$ cat src/htb_pkg.sv
// Shared constants and types for the head tracker channel bridge
package htb_pkg;
    // ****************************************************************
    // Timing
    // ****************************************************************
    localparam int unsigned CLK_HZ          = 50_000_000;
    localparam int unsigned CLK_PERIOD_NS   = 20;
    localparam int unsigned LONG_PRESS_MS   = 1000;
    localparam int unsigned LONG_PRESS_CYC  = CLK_HZ / 1000 * LONG_PRESS_MS;
    localparam int unsigned BLINK_HZ        = 1;
    localparam int unsigned BLINK_HALF_CYC  = CLK_HZ / (2 * BLINK_HZ);
    localparam int unsigned PULSE_MIN_NS    = 200;
    localparam int unsigned PULSE_MIN_CYC   =
        (PULSE_MIN_NS + CLK_PERIOD_NS - 1) / CLK_PERIOD_NS;
    localparam int unsigned SAMPLE_RATE_HZ  = 25_000;
    localparam int unsigned FRAME_CYC       = CLK_HZ / SAMPLE_RATE_HZ;
    localparam int unsigned IDLE_TIMEOUT_MS = 100;
    localparam int unsigned IDLE_TIMEOUT_CYC =
        CLK_HZ / 1000 * IDLE_TIMEOUT_MS;

    // ****************************************************************
    // Channel layout
    // ****************************************************************
    localparam int unsigned NUM_CHAN       = 16;
    localparam int unsigned NUM_RX         = 2;
    localparam logic [3:0]  CH_RX1_BASE    = 4'h0;
    localparam logic [3:0]  CH_RX2_BASE    = 4'h6;
    localparam logic [3:0]  CH_ERR_BASE    = 4'hC;

    // ****************************************************************
    // Register map (byte addresses) and fields
    // ****************************************************************
    localparam logic [11:0] ADDR_CTRL      = 12'h000;
    localparam logic [11:0] ADDR_STATUS    = 12'h004;
    localparam logic [11:0] ADDR_INT_STAT  = 12'h008;
    localparam logic [11:0] ADDR_INT_MASK  = 12'h00C;
    localparam int unsigned CTRL_BORE_BIT  = 0;
    localparam int unsigned CTRL_RESET_BIT = 1;
    localparam int unsigned CTRL_SEND_BIT  = 2;
    localparam logic [2:0]  CTRL_RESET_VAL = 3'h4;
    localparam logic [3:0]  MASK_RESET_VAL = 4'h0;
    localparam int unsigned EV_RECORD      = 0;
    localparam int unsigned EV_BORESIGHT   = 1;
    localparam int unsigned EV_RESET       = 2;
    localparam int unsigned EV_LINK_LOST   = 3;

    // One parsed tracker record
    typedef struct packed {
        logic             rx;
        logic [2:0][15:0] orientationTriplet;
        logic [2:0][15:0] position;
        logic [3:0][7:0]  errChars;
    } htb_record_t;

    // One sample on the fiber side
    typedef struct packed {
        logic        valid;
        logic [3:0]  index;
        logic [15:0] data;
    } htb_sample_t;
endpackage : htb_pkg

$ cat src/htb_bridge.sv
// Head tracker channel bridge: records in, 16 channels out, APB registers
`timescale 1ns/1ps
module htb_bridge
    import htb_pkg::*;
#(
    parameter int unsigned LONG_CYC  = LONG_PRESS_CYC,
    parameter int unsigned BLINK_CYC = BLINK_HALF_CYC,
    parameter int unsigned IDLE_CYC  = IDLE_TIMEOUT_CYC
) (
    input  wire logic        sys_clk,
    input  wire logic        reset_n,
    input  wire logic        psel,
    input  wire logic        penable,
    input  wire logic        pwrite,
    input  wire logic [11:0] paddr,
    input  wire logic [31:0] pwdata,
    output logic             pready,
    output logic [31:0]      prdata,
    output logic             pslverr,
    input  wire htb_record_t record,
    input  wire logic        recordValid,
    input  wire logic        buttonPin,
    input  wire logic        boresightPin,
    input  wire logic        typeSwitchPin,
    input  wire logic        fiberLinkPin,
    output htb_sample_t      sample,
    output logic             trackerTypeB,
    output logic             cmdBoresight,
    output logic             cmdReset,
    output logic             activeLed,
    output logic             dataLed,
    output logic             firstReceiverIndicator,
    output logic             secondReceiverIndicator,
    output logic             irq
);
    // ****************************************************************
    // Pin synchronisers
    // ****************************************************************
    logic [3:0] pinMeta_q;
    logic [3:0] pinSync_q;
    always_ff @(posedge sys_clk or negedge reset_n) begin
        if (!reset_n) begin
            pinMeta_q <= 4'h0;
            pinSync_q <= 4'h0;
        end else begin
            pinMeta_q <= {fiberLinkPin, typeSwitchPin, boresightPin,
                          buttonPin};
            pinSync_q <= pinMeta_q;
        end
    end
    logic btnLvl;
    logic extLvl;
    logic typeLvl;
    logic linkLvl;
    assign btnLvl  = pinSync_q[0];
    assign extLvl  = pinSync_q[1];
    assign typeLvl = pinSync_q[2];
    assign linkLvl = pinSync_q[3];

    // ****************************************************************
    // Tracker type capture
    // ****************************************************************
    // Wait past the synchroniser so the latched value is the real switch
    logic [1:0] typeWait_q;
    logic       typeB_q;
    always_ff @(posedge sys_clk or negedge reset_n) begin
        if (!reset_n) begin
            typeWait_q <= 2'h0;
            typeB_q    <= 1'b0;
        end else if (typeWait_q != 2'h3) begin
            typeWait_q <= typeWait_q + 2'h1;
            if (typeWait_q == 2'h2) begin
                typeB_q <= typeLvl;
            end
        end
    end
    assign trackerTypeB = typeB_q;

    // ****************************************************************
    // Register file
    // ****************************************************************
    logic [2:0]  ctrl_q;
    logic [3:0]  intStat_q;
    logic [3:0]  intMask_q;
    logic [3:0]  events;
    logic        pready_q;
    logic [31:0] prdata_q;
    logic        pslverr_q;
    logic        wrDone;
    logic        swBore;
    logic        swReset;
    logic [1:0]  rxActive;
    logic        linkUp_q;

    function automatic logic mapped(input logic [11:0] a);
        mapped = (a == ADDR_CTRL) || (a == ADDR_STATUS) ||
                 (a == ADDR_INT_STAT) || (a == ADDR_INT_MASK);
    endfunction : mapped

    assign wrDone  = psel && penable && pready_q && pwrite;
    assign swBore  = wrDone && (paddr == ADDR_CTRL) &&
                     pwdata[CTRL_BORE_BIT];
    assign swReset = wrDone && (paddr == ADDR_CTRL) &&
                     pwdata[CTRL_RESET_BIT];

    // One wait-free access phase: answer is ready in the access cycle
    always_ff @(posedge sys_clk or negedge reset_n) begin
        if (!reset_n) begin
            pready_q  <= 1'b0;
            prdata_q  <= 32'h0000_0000;
            pslverr_q <= 1'b0;
        end else begin
            pready_q  <= psel && !penable;
            pslverr_q <= psel && !penable && !mapped(paddr);
            if (psel && !penable && !pwrite) begin
                if (paddr == ADDR_CTRL) begin
                    prdata_q <= {29'h0, ctrl_q};
                end else if (paddr == ADDR_STATUS) begin
                    prdata_q <= {27'h0, rxActive, linkUp_q, typeB_q,
                                 1'b0};
                end else if (paddr == ADDR_INT_STAT) begin
                    prdata_q <= {28'h0, intStat_q};
                end else if (paddr == ADDR_INT_MASK) begin
                    prdata_q <= {28'h0, intMask_q};
                end else begin
                    prdata_q <= 32'h0000_0000;
                end
            end
        end
    end
    assign pready  = pready_q;
    assign prdata  = prdata_q;
    assign pslverr = pslverr_q;

    // Command bits self-clear; only the send enable is stored
    always_ff @(posedge sys_clk or negedge reset_n) begin
        if (!reset_n) begin
            ctrl_q    <= CTRL_RESET_VAL;
            intMask_q <= MASK_RESET_VAL;
        end else if (wrDone) begin
            if (paddr == ADDR_CTRL) begin
                ctrl_q <= {pwdata[CTRL_SEND_BIT], 2'h0};
            end else if (paddr == ADDR_INT_MASK) begin
                intMask_q <= pwdata[3:0];
            end
        end
    end

    // Set beats write-one-to-clear in the same cycle
    logic [3:0] clrBits;
    assign clrBits = (wrDone && paddr == ADDR_INT_STAT) ? pwdata[3:0]
                                                        : 4'h0;
    logic irq_q;
    always_ff @(posedge sys_clk or negedge reset_n) begin
        if (!reset_n) begin
            intStat_q <= 4'h0;
            irq_q     <= 1'b0;
        end else begin
            intStat_q <= (intStat_q & ~clrBits) | events;
            irq_q     <= |(((intStat_q & ~clrBits) | events) & intMask_q);
        end
    end
    assign irq = irq_q;

    // ****************************************************************
    // Button and external boresight
    // ****************************************************************
    logic [31:0] btnCnt_q;
    logic        btnLong_q;
    logic        btnBore;
    logic        btnReset;
    assign btnReset = btnLvl && !btnLong_q && (btnCnt_q == LONG_CYC - 1);
    assign btnBore  = !btnLvl && !btnLong_q && (btnCnt_q >= PULSE_MIN_CYC);
    always_ff @(posedge sys_clk or negedge reset_n) begin
        if (!reset_n) begin
            btnCnt_q  <= 32'h0;
            btnLong_q <= 1'b0;
        end else if (btnLvl) begin
            if (!btnLong_q) begin
                btnCnt_q <= btnCnt_q + 32'h1;
            end
            if (btnReset) begin
                btnLong_q <= 1'b1;
            end
        end else begin
            btnCnt_q  <= 32'h0;
            btnLong_q <= 1'b0;
        end
    end

    logic [3:0] extCnt_q;
    logic       extArmed_q;
    logic       extBore;
    assign extBore = extLvl && extArmed_q && (extCnt_q == PULSE_MIN_CYC - 1);
    always_ff @(posedge sys_clk or negedge reset_n) begin
        if (!reset_n) begin
            extCnt_q   <= 4'h0;
            extArmed_q <= 1'b0;
        end else if (extLvl != extArmed_q) begin
            // Level opposite to the armed state: restart the count from zero
            extCnt_q <= 4'h0;
        end else if (extCnt_q == PULSE_MIN_CYC - 1) begin
            extCnt_q   <= 4'h0;
            extArmed_q <= !extArmed_q;
        end else begin
            extCnt_q <= extCnt_q + 4'h1;
        end
    end

    logic cmdBore_q;
    logic cmdReset_q;
    always_ff @(posedge sys_clk or negedge reset_n) begin
        if (!reset_n) begin
            cmdBore_q  <= 1'b0;
            cmdReset_q <= 1'b0;
        end else begin
            cmdBore_q  <= btnBore || extBore || swBore;
            cmdReset_q <= btnReset || swReset;
        end
    end
    assign cmdBoresight = cmdBore_q;
    assign cmdReset     = cmdReset_q;

    // ****************************************************************
    // Channel store
    // ****************************************************************
    logic [15:0] chan_q [NUM_CHAN];
    logic [3:0]  base;
    assign base = record.rx ? CH_RX2_BASE : CH_RX1_BASE;
    always_ff @(posedge sys_clk or negedge reset_n) begin
        if (!reset_n) begin
            for (int i = 0; i < NUM_CHAN; i++) begin
                chan_q[i] <= 16'h0000;
            end
        end else if (recordValid) begin
            for (int i = 0; i < 3; i++) begin
                chan_q[base + 4'(i)] <=
                    record.orientationTriplet[i];
                chan_q[base + 4'(i + 3)] <=
                    record.position[i];
            end
            for (int i = 0; i < 4; i++) begin
                // ASCII times two reads back as ASCII after 16384.2
                chan_q[CH_ERR_BASE + 4'(i)] <= typeB_q ? 16'h0000 :
                    {7'h00, record.errChars[i], 1'b0};
            end
        end
    end

    // ****************************************************************
    // Fiber sample stream
    // ****************************************************************
    logic [31:0]  frameCnt_q;
    logic         sending_q;
    logic [3:0]   sendIdx_q;
    htb_sample_t  sample_q;
    always_ff @(posedge sys_clk or negedge reset_n) begin
        if (!reset_n) begin
            frameCnt_q <= 32'h0;
        end else if (frameCnt_q == FRAME_CYC - 1) begin
            frameCnt_q <= 32'h0;
        end else begin
            frameCnt_q <= frameCnt_q + 32'h1;
        end
    end
    always_ff @(posedge sys_clk or negedge reset_n) begin
        if (!reset_n) begin
            sending_q <= 1'b0;
            sendIdx_q <= 4'h0;
            sample_q  <= '0;
        end else begin
            if (frameCnt_q == 32'h0 && linkUp_q && ctrl_q[CTRL_SEND_BIT]) begin
                sending_q <= 1'b1;
                sendIdx_q <= 4'h0;
            end else if (sending_q) begin
                sendIdx_q <= sendIdx_q + 4'h1;
                sending_q <= sendIdx_q != 4'hF;
            end
            sample_q.valid <= sending_q;
            sample_q.index <= sendIdx_q;
            sample_q.data  <= chan_q[sendIdx_q];
        end
    end
    assign sample = sample_q;

    // ****************************************************************
    // Activity and indicators
    // ****************************************************************
    logic [31:0] rxAge_q [NUM_RX];
    generate
        for (genvar r = 0; r < NUM_RX; r++) begin : g_rx
            always_ff @(posedge sys_clk or negedge reset_n) begin
                if (!reset_n) begin
                    rxAge_q[r] <= IDLE_CYC;
                end else if (recordValid && record.rx == 1'(r)) begin
                    rxAge_q[r] <= 32'h0;
                end else if (rxAge_q[r] < IDLE_CYC) begin
                    rxAge_q[r] <= rxAge_q[r] + 32'h1;
                end
            end
            assign rxActive[r] = rxAge_q[r] < IDLE_CYC;
        end
    endgenerate

    logic [31:0] blinkCnt_q;
    logic        blink_q;
    always_ff @(posedge sys_clk or negedge reset_n) begin
        if (!reset_n) begin
            blinkCnt_q <= 32'h0;
            blink_q    <= 1'b0;
        end else if (blinkCnt_q == BLINK_CYC - 1) begin
            blinkCnt_q <= 32'h0;
            blink_q    <= !blink_q;
        end else begin
            blinkCnt_q <= blinkCnt_q + 32'h1;
        end
    end

    logic activeLed_q;
    logic dataLed_q;
    logic rx1Led_q;
    logic rx2Led_q;
    always_ff @(posedge sys_clk or negedge reset_n) begin
        if (!reset_n) begin
            linkUp_q    <= 1'b0;
            activeLed_q <= 1'b0;
            dataLed_q   <= 1'b0;
            rx1Led_q    <= 1'b0;
            rx2Led_q    <= 1'b0;
        end else begin
            linkUp_q    <= linkLvl;
            activeLed_q <= linkUp_q ? 1'b1 : blink_q;
            dataLed_q   <= (|rxActive) ? 1'b1 : blink_q;
            rx1Led_q    <= rxActive[0];
            rx2Led_q    <= rxActive[1];
        end
    end
    assign activeLed               = activeLed_q;
    assign dataLed                 = dataLed_q;
    assign firstReceiverIndicator  = rx1Led_q;
    assign secondReceiverIndicator = rx2Led_q;

    assign events[EV_RECORD]    = recordValid;
    assign events[EV_BORESIGHT] = cmdBore_q;
    assign events[EV_RESET]     = cmdReset_q;
    assign events[EV_LINK_LOST] = linkUp_q && !linkLvl;
endmodule : htb_bridge

$ cat config.mk
export PLATFORM = sky130hd
export DESIGN_NAME = htb_bridge
export DESIGN_NICKNAME = d
export VERILOG_FILES = /design/src/htb_pkg.sv /design/src/htb_bridge.sv
export SDC_FILE = /design/constraint.sdc
export NUM_CORES = 1
export LEC_CHECK = 0
export BUFFER_PORTS_ARGS = -buffer_cell sky130_fd_sc_hd__buf_2
export CORE_UTILIZATION = 30
export DETAILED_ROUTE_END_ITERATION = 10
export GPL_TIMING_DRIVEN = 0
export PLACE_DENSITY = 0.56
export SYNTH_ARGS = -nofsm -noshare
export SYNTH_HDL_FRONTEND = slang
export SYNTH_SLANG_ARGS = --single-unit
export TNS_END_PERCENT = 10
$ cat constraint.sdc
create_clock -name sys_clk -period 3.2 [get_ports sys_clk]
set_clock_uncertainty 0.15 [all_clocks]
set_input_delay 0.64 -clock sys_clk [delete_from_list [all_inputs] [get_ports sys_clk]]
set_output_delay 0.64 -clock sys_clk [all_outputs]
set_load 0.1 [all_outputs]
==> impl_metrics.toml, run 1 <==
[run_status]
status = "complete, no violations"

[die]
fp.coreArea_sq_mm = 0.06751
start_util_pct = 30.52
num_io_pins = 246
die_w_um = 264.1
die_h_um = 264.1
floorplan.die_area_sq_mm = 0.06973
rows = 95

[timing]
maxSlewViolCount = 0
hold_viol = 0
timing.hold.ws_ns = 0.07225
fin_ws_ns = 0.2165
rsz0062_at_grt = "no"
worstMarginPinSlew_ns = 1.224
period_needed_ns = 2.984
fin_crit_sh_pct = 93.23
fmax_ghz = 0.3352
final-setup-viol-count = 0
slew-limit-headroom_pct = 17.68

[clock_tree]
numClockSinks = 452
cts_tree = "done"
cts_root_buffer = "clkbuf_16"
clock_latency_ns = 0.62
cts_made_buffers = 50
cts_htree_levels = 2
clock_path_buffers = 3
clk_pin_slew_ns = 0.06

[placement]
dp_hpwl_mm = 43.35
port_buffers = 189
dpl_worst_slack_ns = -0.4621
gp_routability_congestion = 0.8371

[yosys]
synth-async-reset-ratio_pct = 100.0
synthTopCellsByCount = "nand2_1, dfrtp_1, nor2_1"
yosys_warnings = 0
post-synth-top-count-cell = "nand2_1"
syn_avg_cell_area_sq_um = 10.18
synth-seq-cells = 452
synth_edf_count = 0
synth_cell_types = 61
synth_top_area_cell = "dfrtp_1"
synthTopCellsByArea = "dfrtp_1, nand2_1, mux4_2"
synth_top_area_share_pct = 52.83
seq_area_frac_synth_pct = 55.00
netlist_area_sq_mm = 0.02060
synthCells = 2023
synth-main-ff-cell = "dfrtp_1"

[power_and_ir_drop]
combPwrFrac_pct = 11.0
internal_power_mw = 10.14
ir_drop_mv = 0.4697
p_sw_share_pct = 26.98
p_sw_mw = 3.748
p_clk_share_pct = 43.0
p_seq_share_pct = 46.0
leakagePower_nw = 11.58
powerDensity_mw_per_mm2 = 563.9

[global_routing]
grt_overflow_total = 0
grt_pass1_vias = 16299
grt_use_total_pct = 17.66
antenna_found_initial = 13
grt_max_degree = 112
grt_pass1_wl_mm = 95.57

[critical_path]
start_kind = "flop"
required_ns = 3.49
r2r_setup_slack_ns = 0.22
critPathKind = "reg2reg"
crit_path_end_kind = "flop"
cp_data_arrival_time_ns = 3.28
cp_max_fo = 10

[worst_hold_path]
hold_class = "in2reg"

[cells_and_area]
nNetsFinal = 2494
drive_gt1_share_pct = 17.68
fillers = 6759
area_growth_pct = 19.58

[detailed_routing]
vias_per_cell = 5.002
remaining_drc_errors = 0
vias = 16068
totalWireLength_mm = 61.27
ant_nets = 0
routedWlPerCell_um = 19.08
drt-initial-drc-count = 1156
drt_first_pass_iters = 5

[flow_run]
drv_cap = 0
-- repair_timing --
item / CTS / global route
hold endpoints to repair: 69 / 0
gates resized for setup: 0 / 2
buffers inserted: 0 / 0
setup endpoints to repair: 0 / 12
hold buffers: 5 / 0
-- power by group through the flow --
| stage | clock (mW) | sequential (mW) | combinational (mW) |
|---|---|---|---|
| 4_1_cts | 6.12 | 6.39 | 1.53 |
| 2_1_floorplan | 0 | 6.60 | 0.794 |
| 6_report | 5.97 | 6.40 | 1.53 |
| 5_1_grt | 6.34 | 6.44 | 1.67 |
| 3_3_place_gp | 0 | 6.47 | 1.47 |
| 3_5_place_dp | 0 | 6.48 | 1.52 |
-- critical path, cell delays in order (launching register included) --
cell and delay (ns):
dfrtp_1 0.37, clkbuf_1 0.17, buf_2 0.47, buf_1 0.83, mux4_2 0.60, inv_1 0.08
o22ai_1 0.12
-- flip-flops by register name, indices dropped and copies added (netlist names), 5 cells and up --
register / cells
prdata: 5
btnCnt_q: 32
sample: 21
chan_q: 224
blinkCnt_q: 32
rxAge_q: 64
frameCnt_q: 32
-- metrics by stage --
step	instances	area (sq um)	power [mW]	util (%)	setup TNS [ns]
floorplan	2049	20700	7.397	-	0
finish	3212	24640	13.89	36.49	0
global route	3210	24630	14.44	36.48	0
global placement	3111	22740	7.947	33.68	-3476.90
CTS	3210	24620	14.04	36.47	0
detailed placement	3115	22880	8.007	33.88	-12.46
-- placed cells by master, fill, tap and decap left out, types with 39 or more instances in the layout --
| master | instances |
|---|---|
| and2_1 | 51 |
| buf_2 | 192 |
| clkbuf_1 | 83 |
| clkbuf_16 | 50 |
| dfrtp_1 | 435 |
| mux4_2 | 65 |
| nand2_1 | 656 |
| nand3_1 | 51 |
| nand4_1 | 39 |
| nor2_1 | 74 |
| xnor2_1 | 53 |
| xor2_1 | 41 |
-- per-layer routing --
layer / vias to the layer above / global-route usage (%) / wire [um]
li1: 7398 / - / -
met2: 507 / 27.35 / 27690
met1: 8039 / 23.91 / 26660
met4: 18 / 5.138 / 1555
met3: 106 / 5.080 / 5260
met5: - / 0 / 109
-- path summary, 6_finish.rpt --
path | depth (start not counted) | to | startpoint
max | 6 | sample[11] | sendIdx_q[0]
min | 3 | chan_q[95] | record[63]
max reg2reg | 6 | sample[11] | sendIdx_q[0]
min reg2reg | 0 | pinSync_q[1] | pinMeta_q[1]
max in group asynchronous | 4 | sendIdx_q[2] | reset_n
min in group asynchronous | 2 | chan_q[24] | reset_n
-- cells by family after synthesis --
group	after synthesis	synth area share, %
xor+xnor	94	3.996
simple gates	1049	22.94
other cells	1	0.01820
compound gates	171	5.708
fa+ha+maj	13	0.7895
buf+inv	157	3.376
flops	452	55.00
mux	86	8.174
-- cell type report --
cell class / instances / area, sq um / share of cell area, %
plain buffers: 119 / 553.0 / 2.245
flip-flops and latches: 452 / 11330 / 46.00
repair buffers: 198 / 1116 / 4.530
diodes: 3 / 7.507 / 0.03047
multi-input cells: 1440 / 8700 / 35.31
clock inverters: 16 / 226.5 / 0.9192
well taps: 873 / 1092 / 4.434
clock buffers: 74 / 1471 / 5.972
inverters: 37 / 138.9 / 0.5637
Note: power is estimated with default switching activity, not from simulation.
==> inputs of run 2 (changes only) <==
--- a/config.mk
+++ b/config.mk
@@ -13,4 +13,4 @@
 export SYNTH_ARGS = -nofsm -noshare
 export SYNTH_HDL_FRONTEND = slang
 export SYNTH_SLANG_ARGS = --single-unit
-export TNS_END_PERCENT = 10
+export TNS_END_PERCENT = 20
==> constraint.sdc (replaced) <==
create_clock -name sys_clk -period 2.8 [get_ports sys_clk]
set_clock_uncertainty 0.15 [all_clocks]
set_input_delay 0.56 -clock sys_clk [delete_from_list [all_inputs] [get_ports sys_clk]]
set_output_delay 0.56 -clock sys_clk [all_outputs]
set_load 0.1 [all_outputs]
==> impl_metrics.toml, run 2 (synthesis results as in run 1) <==
[run_status]
status = "complete, no violations"

[worst_hold_path]
hold_class = "in2reg"

[die]
floorplan.die_area_sq_mm = 0.06973
die_w_um = 264.1
num_io_pins = 246
start_util_pct = 30.52
die_h_um = 264.1
rows = 95
fp.coreArea_sq_mm = 0.06751

[critical_path]
crit-reg2reg-capture = "sample[2]"
cp_max_fo = 10
timing.rr.start = "sendIdx_q[1]"
required_ns = 3.12
cp_data_arrival_time_ns = 3.05
crit_path_end_kind = "flop"
r2r_setup_slack_ns = 0.07
startpoint = "sendIdx_q[1]"
start_kind = "flop"
rr_worst_depth = 3
critPathKind = "reg2reg"
setup.worst_path.end = "sample[2]"

[timing]
fin_crit_sh_pct = 97.54
rsz0062_at_grt = "no"
period_needed_ns = 2.731
maxSlewViolCount = 0
final-setup-viol-count = 0
fin_ws_ns = 0.06875
fmax_ghz = 0.3661
slew-limit-headroom_pct = 17.33
hold_viol = 0
worstMarginPinSlew_ns = 1.240

[cells_and_area]
final_common_cell = "nand2_1"
registers.top_by_ff_count = "chan_q"
final_cell_mix = "nand2_1, dfrtp_1, buf_2"
fillers = 6732
largest_reg_flops = 224
nNetsFinal = 2508
finalNonFillerCells = 3227
drive_gt1_share_pct = 18.25
area_growth_pct = 20.37
reg.largest.list = "chan_q: 224 flops, rxAge_q: 64 flops"

[global_routing]
grt_max_degree = 122
grt_use_total_pct = 17.54
grt_pass1_vias = 16311
antenna_found_initial = 12
grt_pass1_wl_mm = 94.79
grt_overflow_total = 0

[placement]
port_buffers = 189
dp_hpwl_mm = 43.35
dp.cells = 3116
dpl_worst_slack_ns = -0.7512
gp_routability_congestion = 0.8483

[detailed_routing]
vias = 16250
drt-initial-drc-count = 1367
totalWireLength_mm = 61.32
drt_first_pass_iters = 5
vias_per_cell = 5.036
routedWlPerCell_um = 19.00
ant_nets = 0
remaining_drc_errors = 0

[power_and_ir_drop]
leakagePower_nw = 11.66
powerDensity_mw_per_mm2 = 633.8
finalPower_mw = 15.72
ir_drop_mv = 0.5279

[clock_tree]
numClockSinks = 452
cts_htree_levels = 2
clk_pin_slew_ns = 0.06
cts_root_buffer = "clkbuf_16"
clock_latency_ns = 0.61
cts_tree = "done"
cts_made_buffers = 48
clock_path_buffers = 3

[flow_run]
drv_cap = 0
==> run 2: changes by cell type in the layout (fill, tap and decap cells not counted), sizes merged <==
cell	before	now
clkbuf	146	149
clkinvlp	1	2
buf	240	237
clkinv	10	12
dlygate4sd3	5	17
inv	38	36
clkdlybuf4s15	0	2
==> run 2: timing repair <==
item,4_1_cts,5_1_grt
endpoints found under the setup margin,52,63
endpoints found under the hold margin,60,0
resized for setup,14,18
hold buffers,17,0
pin swaps,0,1
setup buffers,0,2
==> run 2: metal layers <==
metal / global-route usage (%) / vias to the layer above / routed length [um]
met1: 23.55 / 8140 / 26850
met5: 0 / - / 120
li1: - / 7439 / -
met3: 5.071 / 122 / 5027
met2: 27.22 / 531 / 27700
met4: 5.515 / 18 / 1621
==> run 2: how the worst min path moves through the flow <==
stage                       startpoint           end  slack [ns]  cells past startpoint
after floorplan                reset_n     activeLed        0.11                      0
after global placement    pinMeta_q[0]  pinSync_q[0]        0.19                      0
after detailed placement  pinMeta_q[1]  pinSync_q[1]        0.19                      0
after CTS                   record[52]   chan_q[180]      0.0004                      3
after global routing        record[91]   chan_q[251]        0.01                      3
final                       record[58]   chan_q[186]        0.02                      3
==> run 2: worst max-delay path: stages, from the launching register on <==
cell and delay (ns):
dfrtp_1 0.44, clkbuf_1 0.94, mux4_2 0.55, mux4_2 0.51
==> run 2: power breakdown <==
| part | internal (mW) | switching (mW) |
|---|---|---|
| Combinational | 0.580 | 1.18 |
| Sequential | 7.01 | 0.292 |
| Clock | 3.92 | 2.74 |
| Total | 11.5 | 4.21 |
==> run 2: per-stage QoR <==
| stage | hold slack [ns] | area, sq um | util (%) | TNS (ns) |
|---|---|---|---|---|
| after floorplan | 0.1144 | 20700 | - | -0.1519 |
| after global placement | 0.1861 | 22740 | 33.68 | -3634.50 |
| after detailed placement | 0.1864 | 22880 | 33.88 | -41.90 |
| after CTS | 0.0003723 | 24760 | 36.67 | -0.002981 |
| after global routing | 0.01310 | 24800 | 36.73 | 0 |
| final | 0.01992 | 24800 | 36.73 | 0 |
==> run 2: layout make-up <==
| class | instances | area, sq um | area share, % |
|---|---|---|---|
| Timing Repair Buffer | 213 | 1256 | 5.065 |
| Buffer | 120 | 588.1 | 2.371 |
| Clock inverter | 17 | 226.5 | 0.9131 |
| Inverter | 37 | 138.9 | 0.5600 |
| Multi-Input combinational cell | 1440 | 8727 | 35.19 |
| Clock buffer | 72 | 1433 | 5.776 |
| Antenna cell | 3 | 7.507 | 0.03027 |
| Sequential cell | 452 | 11330 | 45.69 |
| Tap cell | 873 | 1092 | 4.404 |
==> inputs of run 3 (changes only) <==
--- a/config.mk
+++ b/config.mk
@@ -6,6 +6,7 @@
 export NUM_CORES = 1
 export LEC_CHECK = 0
 export BUFFER_PORTS_ARGS = -buffer_cell sky130_fd_sc_hd__buf_2
+export CORE_ASPECT_RATIO = 1.4
 export CORE_UTILIZATION = 30
 export DETAILED_ROUTE_END_ITERATION = 10
 export GPL_TIMING_DRIVEN = 0
==> impl_metrics.toml, run 3 (synthesis results as in run 1) <==
[clock_tree]
clk_pin_slew_ns = 0.06
numClockSinks = 452
clock_latency_ns = 0.59
cts_htree_levels = 2
cts_root_buffer = "clkbuf_16"
cts_made_buffers = 48
cts_tree = "done"
clock_path_buffers = 3

[cells_and_area]
final_common_cell = "nand2_1"
registers.top_by_ff_count = "chan_q"
final_cell_mix = "nand2_1, dfrtp_1, buf_2"
drive_gt1_share_pct = 17.71
area_growth_pct = 19.17
finalNonFillerCells = 3202
finish.instance_area_sq_mm = 0.02455
largest_reg_flops = 224
nNetsFinal = 2499
reg.largest.list = "chan_q: 224 flops, rxAge_q: 64 flops"

[flow_run]
drv_cap = 0

[critical_path]
crit_chain = "buf_2 -> or4_1 -> or4_1 -> buf_2 -> nor4b_4 -> a31oi_1 -> or4_1"
slowest_delay_ns = 0.59
start_kind = "input pin"
r2r_setup_slack_ns = 0.05
critPathKind = "in2reg"
path_common_cell = "or4_1"
cp_max_fo = 8
crit_path_end_kind = "flop"
timing.rr.start = "sendIdx_q[1]"
cp_slowest_cell = "or4_1"
crit-reg2reg-capture = "sample[12]"
cp_num_buf_inv = 2
rr_worst_depth = 5
required_ns = 3.09
startpoint = "paddr[8]"
cpLargestDelayFamily = "simple AND/OR/NAND/NOR gates"
cp_data_arrival_time_ns = 3.10

[power_and_ir_drop]
p_seq_share_pct = 47.5
p_clk_share_pct = 41.1
ir_drop_mv = 0.4850
p_sw_mw = 4.213
powerDensity_mw_per_mm2 = 627.2
combPwrFrac_pct = 11.4
internal_power_mw = 11.19
leakagePower_nw = 11.54
p_sw_share_pct = 27.36

[timing]
rsz0062_at_grt = "yes"
fmax_ghz = 0.3558
slew-limit-headroom_pct = 19.25
maxSlewViolCount = 0
period_needed_ns = 2.811
fin_ws_ns = -0.01051
timing.hold.ws_ns = 0.03168
final-setup-viol-count = 1
hold_viol = 0
setup-tns-final_ns = -0.01051
fin_crit_sh_pct = 100.4
worstMarginPinSlew_ns = 1.200

[run_status]
status = "complete, but fails checks"
violations = "setup timing"

[worst_hold_path]
hold_class = "in2reg"
hold_end = "chan_q[194]"
min_from = "record[34]"
hold_depth = 3

[die]
die_w_um = 223.5
start_util_pct = 30.36
floorplan.die_area_sq_mm = 0.06975
fp.coreArea_sq_mm = 0.06787
die_h_um = 312.1
rows = 113
num_io_pins = 246

[global_routing]
grt_pass1_wl_mm = 97.15
grt_pass1_vias = 16339
grt_use_total_pct = 18.14
antenna_found_initial = 11
grt_max_degree = 121
grt_overflow_total = 0

[detailed_routing]
drt-initial-drc-count = 1299
drt_first_pass_iters = 5
remaining_drc_errors = 0
routedWlPerCell_um = 19.67
ant_nets = 0
totalWireLength_mm = 62.97
vias = 16026
vias_per_cell = 5.005

[placement]
port_buffers = 189
dp_hpwl_mm = 47.24
dp.cells = 3103
place_area_sq_mm = 0.02282
gp_routability_congestion = 0.8865
dpl_worst_slack_ns = -0.8920
run 3: layer usage:
metal	global-route usage, %	wire (um)
met5	0	117
met3	3.225	3332
met4	6.756	2175
met1	21.93	25180
met2	32.02	32170
run 3: how the worst max path moves through the flow:
stage / cells after the start / slack [ns] / endpoint
6_report: 7 / -0.01 / irq
2_1_floorplan: 6 / -0.15 / irq
3_3_place_gp: 1 / -8.08 / blinkCnt_q[2]
5_1_grt: 7 / -0.14 / irq
3_5_place_dp: 6 / -0.89 / intMask_q[2]
4_1_cts: 7 / -0.01 / irq
run 3: worst min-delay path, cell delays in order:
cell,delay [ns]
buf_2,0.10
nand2_1,0.04
nand2_1,0.04
run 3: area by class of cell:
class,count,area (sq um)
Tap cell,862,1079
Inverter,37,138.9
Antenna cell,2,5.005
Clock inverter,13,115.1
Clock buffer,72,1423
Timing Repair Buffer,204,1159
Multi-Input combinational cell,1440,8726
Fill cell,6864,43310
Buffer,120,575.6
Sequential cell,452,11330
run 3: what timing repair did:
action                                  4_1_cts  5_1_grt
endpoints found under the hold margin       119        0
hold buffers                                 12        0
resized for setup                            12       10
buffers inserted                              0        0
endpoints found under the setup margin       37       41
run 3: power groups by stage:
stage	logic, mW	clock network, mW	registers, mW
final	1.76	6.33	7.31
after global routing	1.92	6.73	7.36
after CTS	1.78	6.49	7.30
after detailed placement	1.75	0	7.42
after global placement	1.70	0	7.40
after floorplan	0.907	0	7.55
run 3: stage by stage:
stage	power [mW]	util (%)
4_1_cts	15.57	36.13
6_report	15.40	36.18
2_1_floorplan	8.454	-
3_5_place_dp	9.171	33.62
3_3_place_gp	9.100	33.49
5_1_grt	16.02	36.18
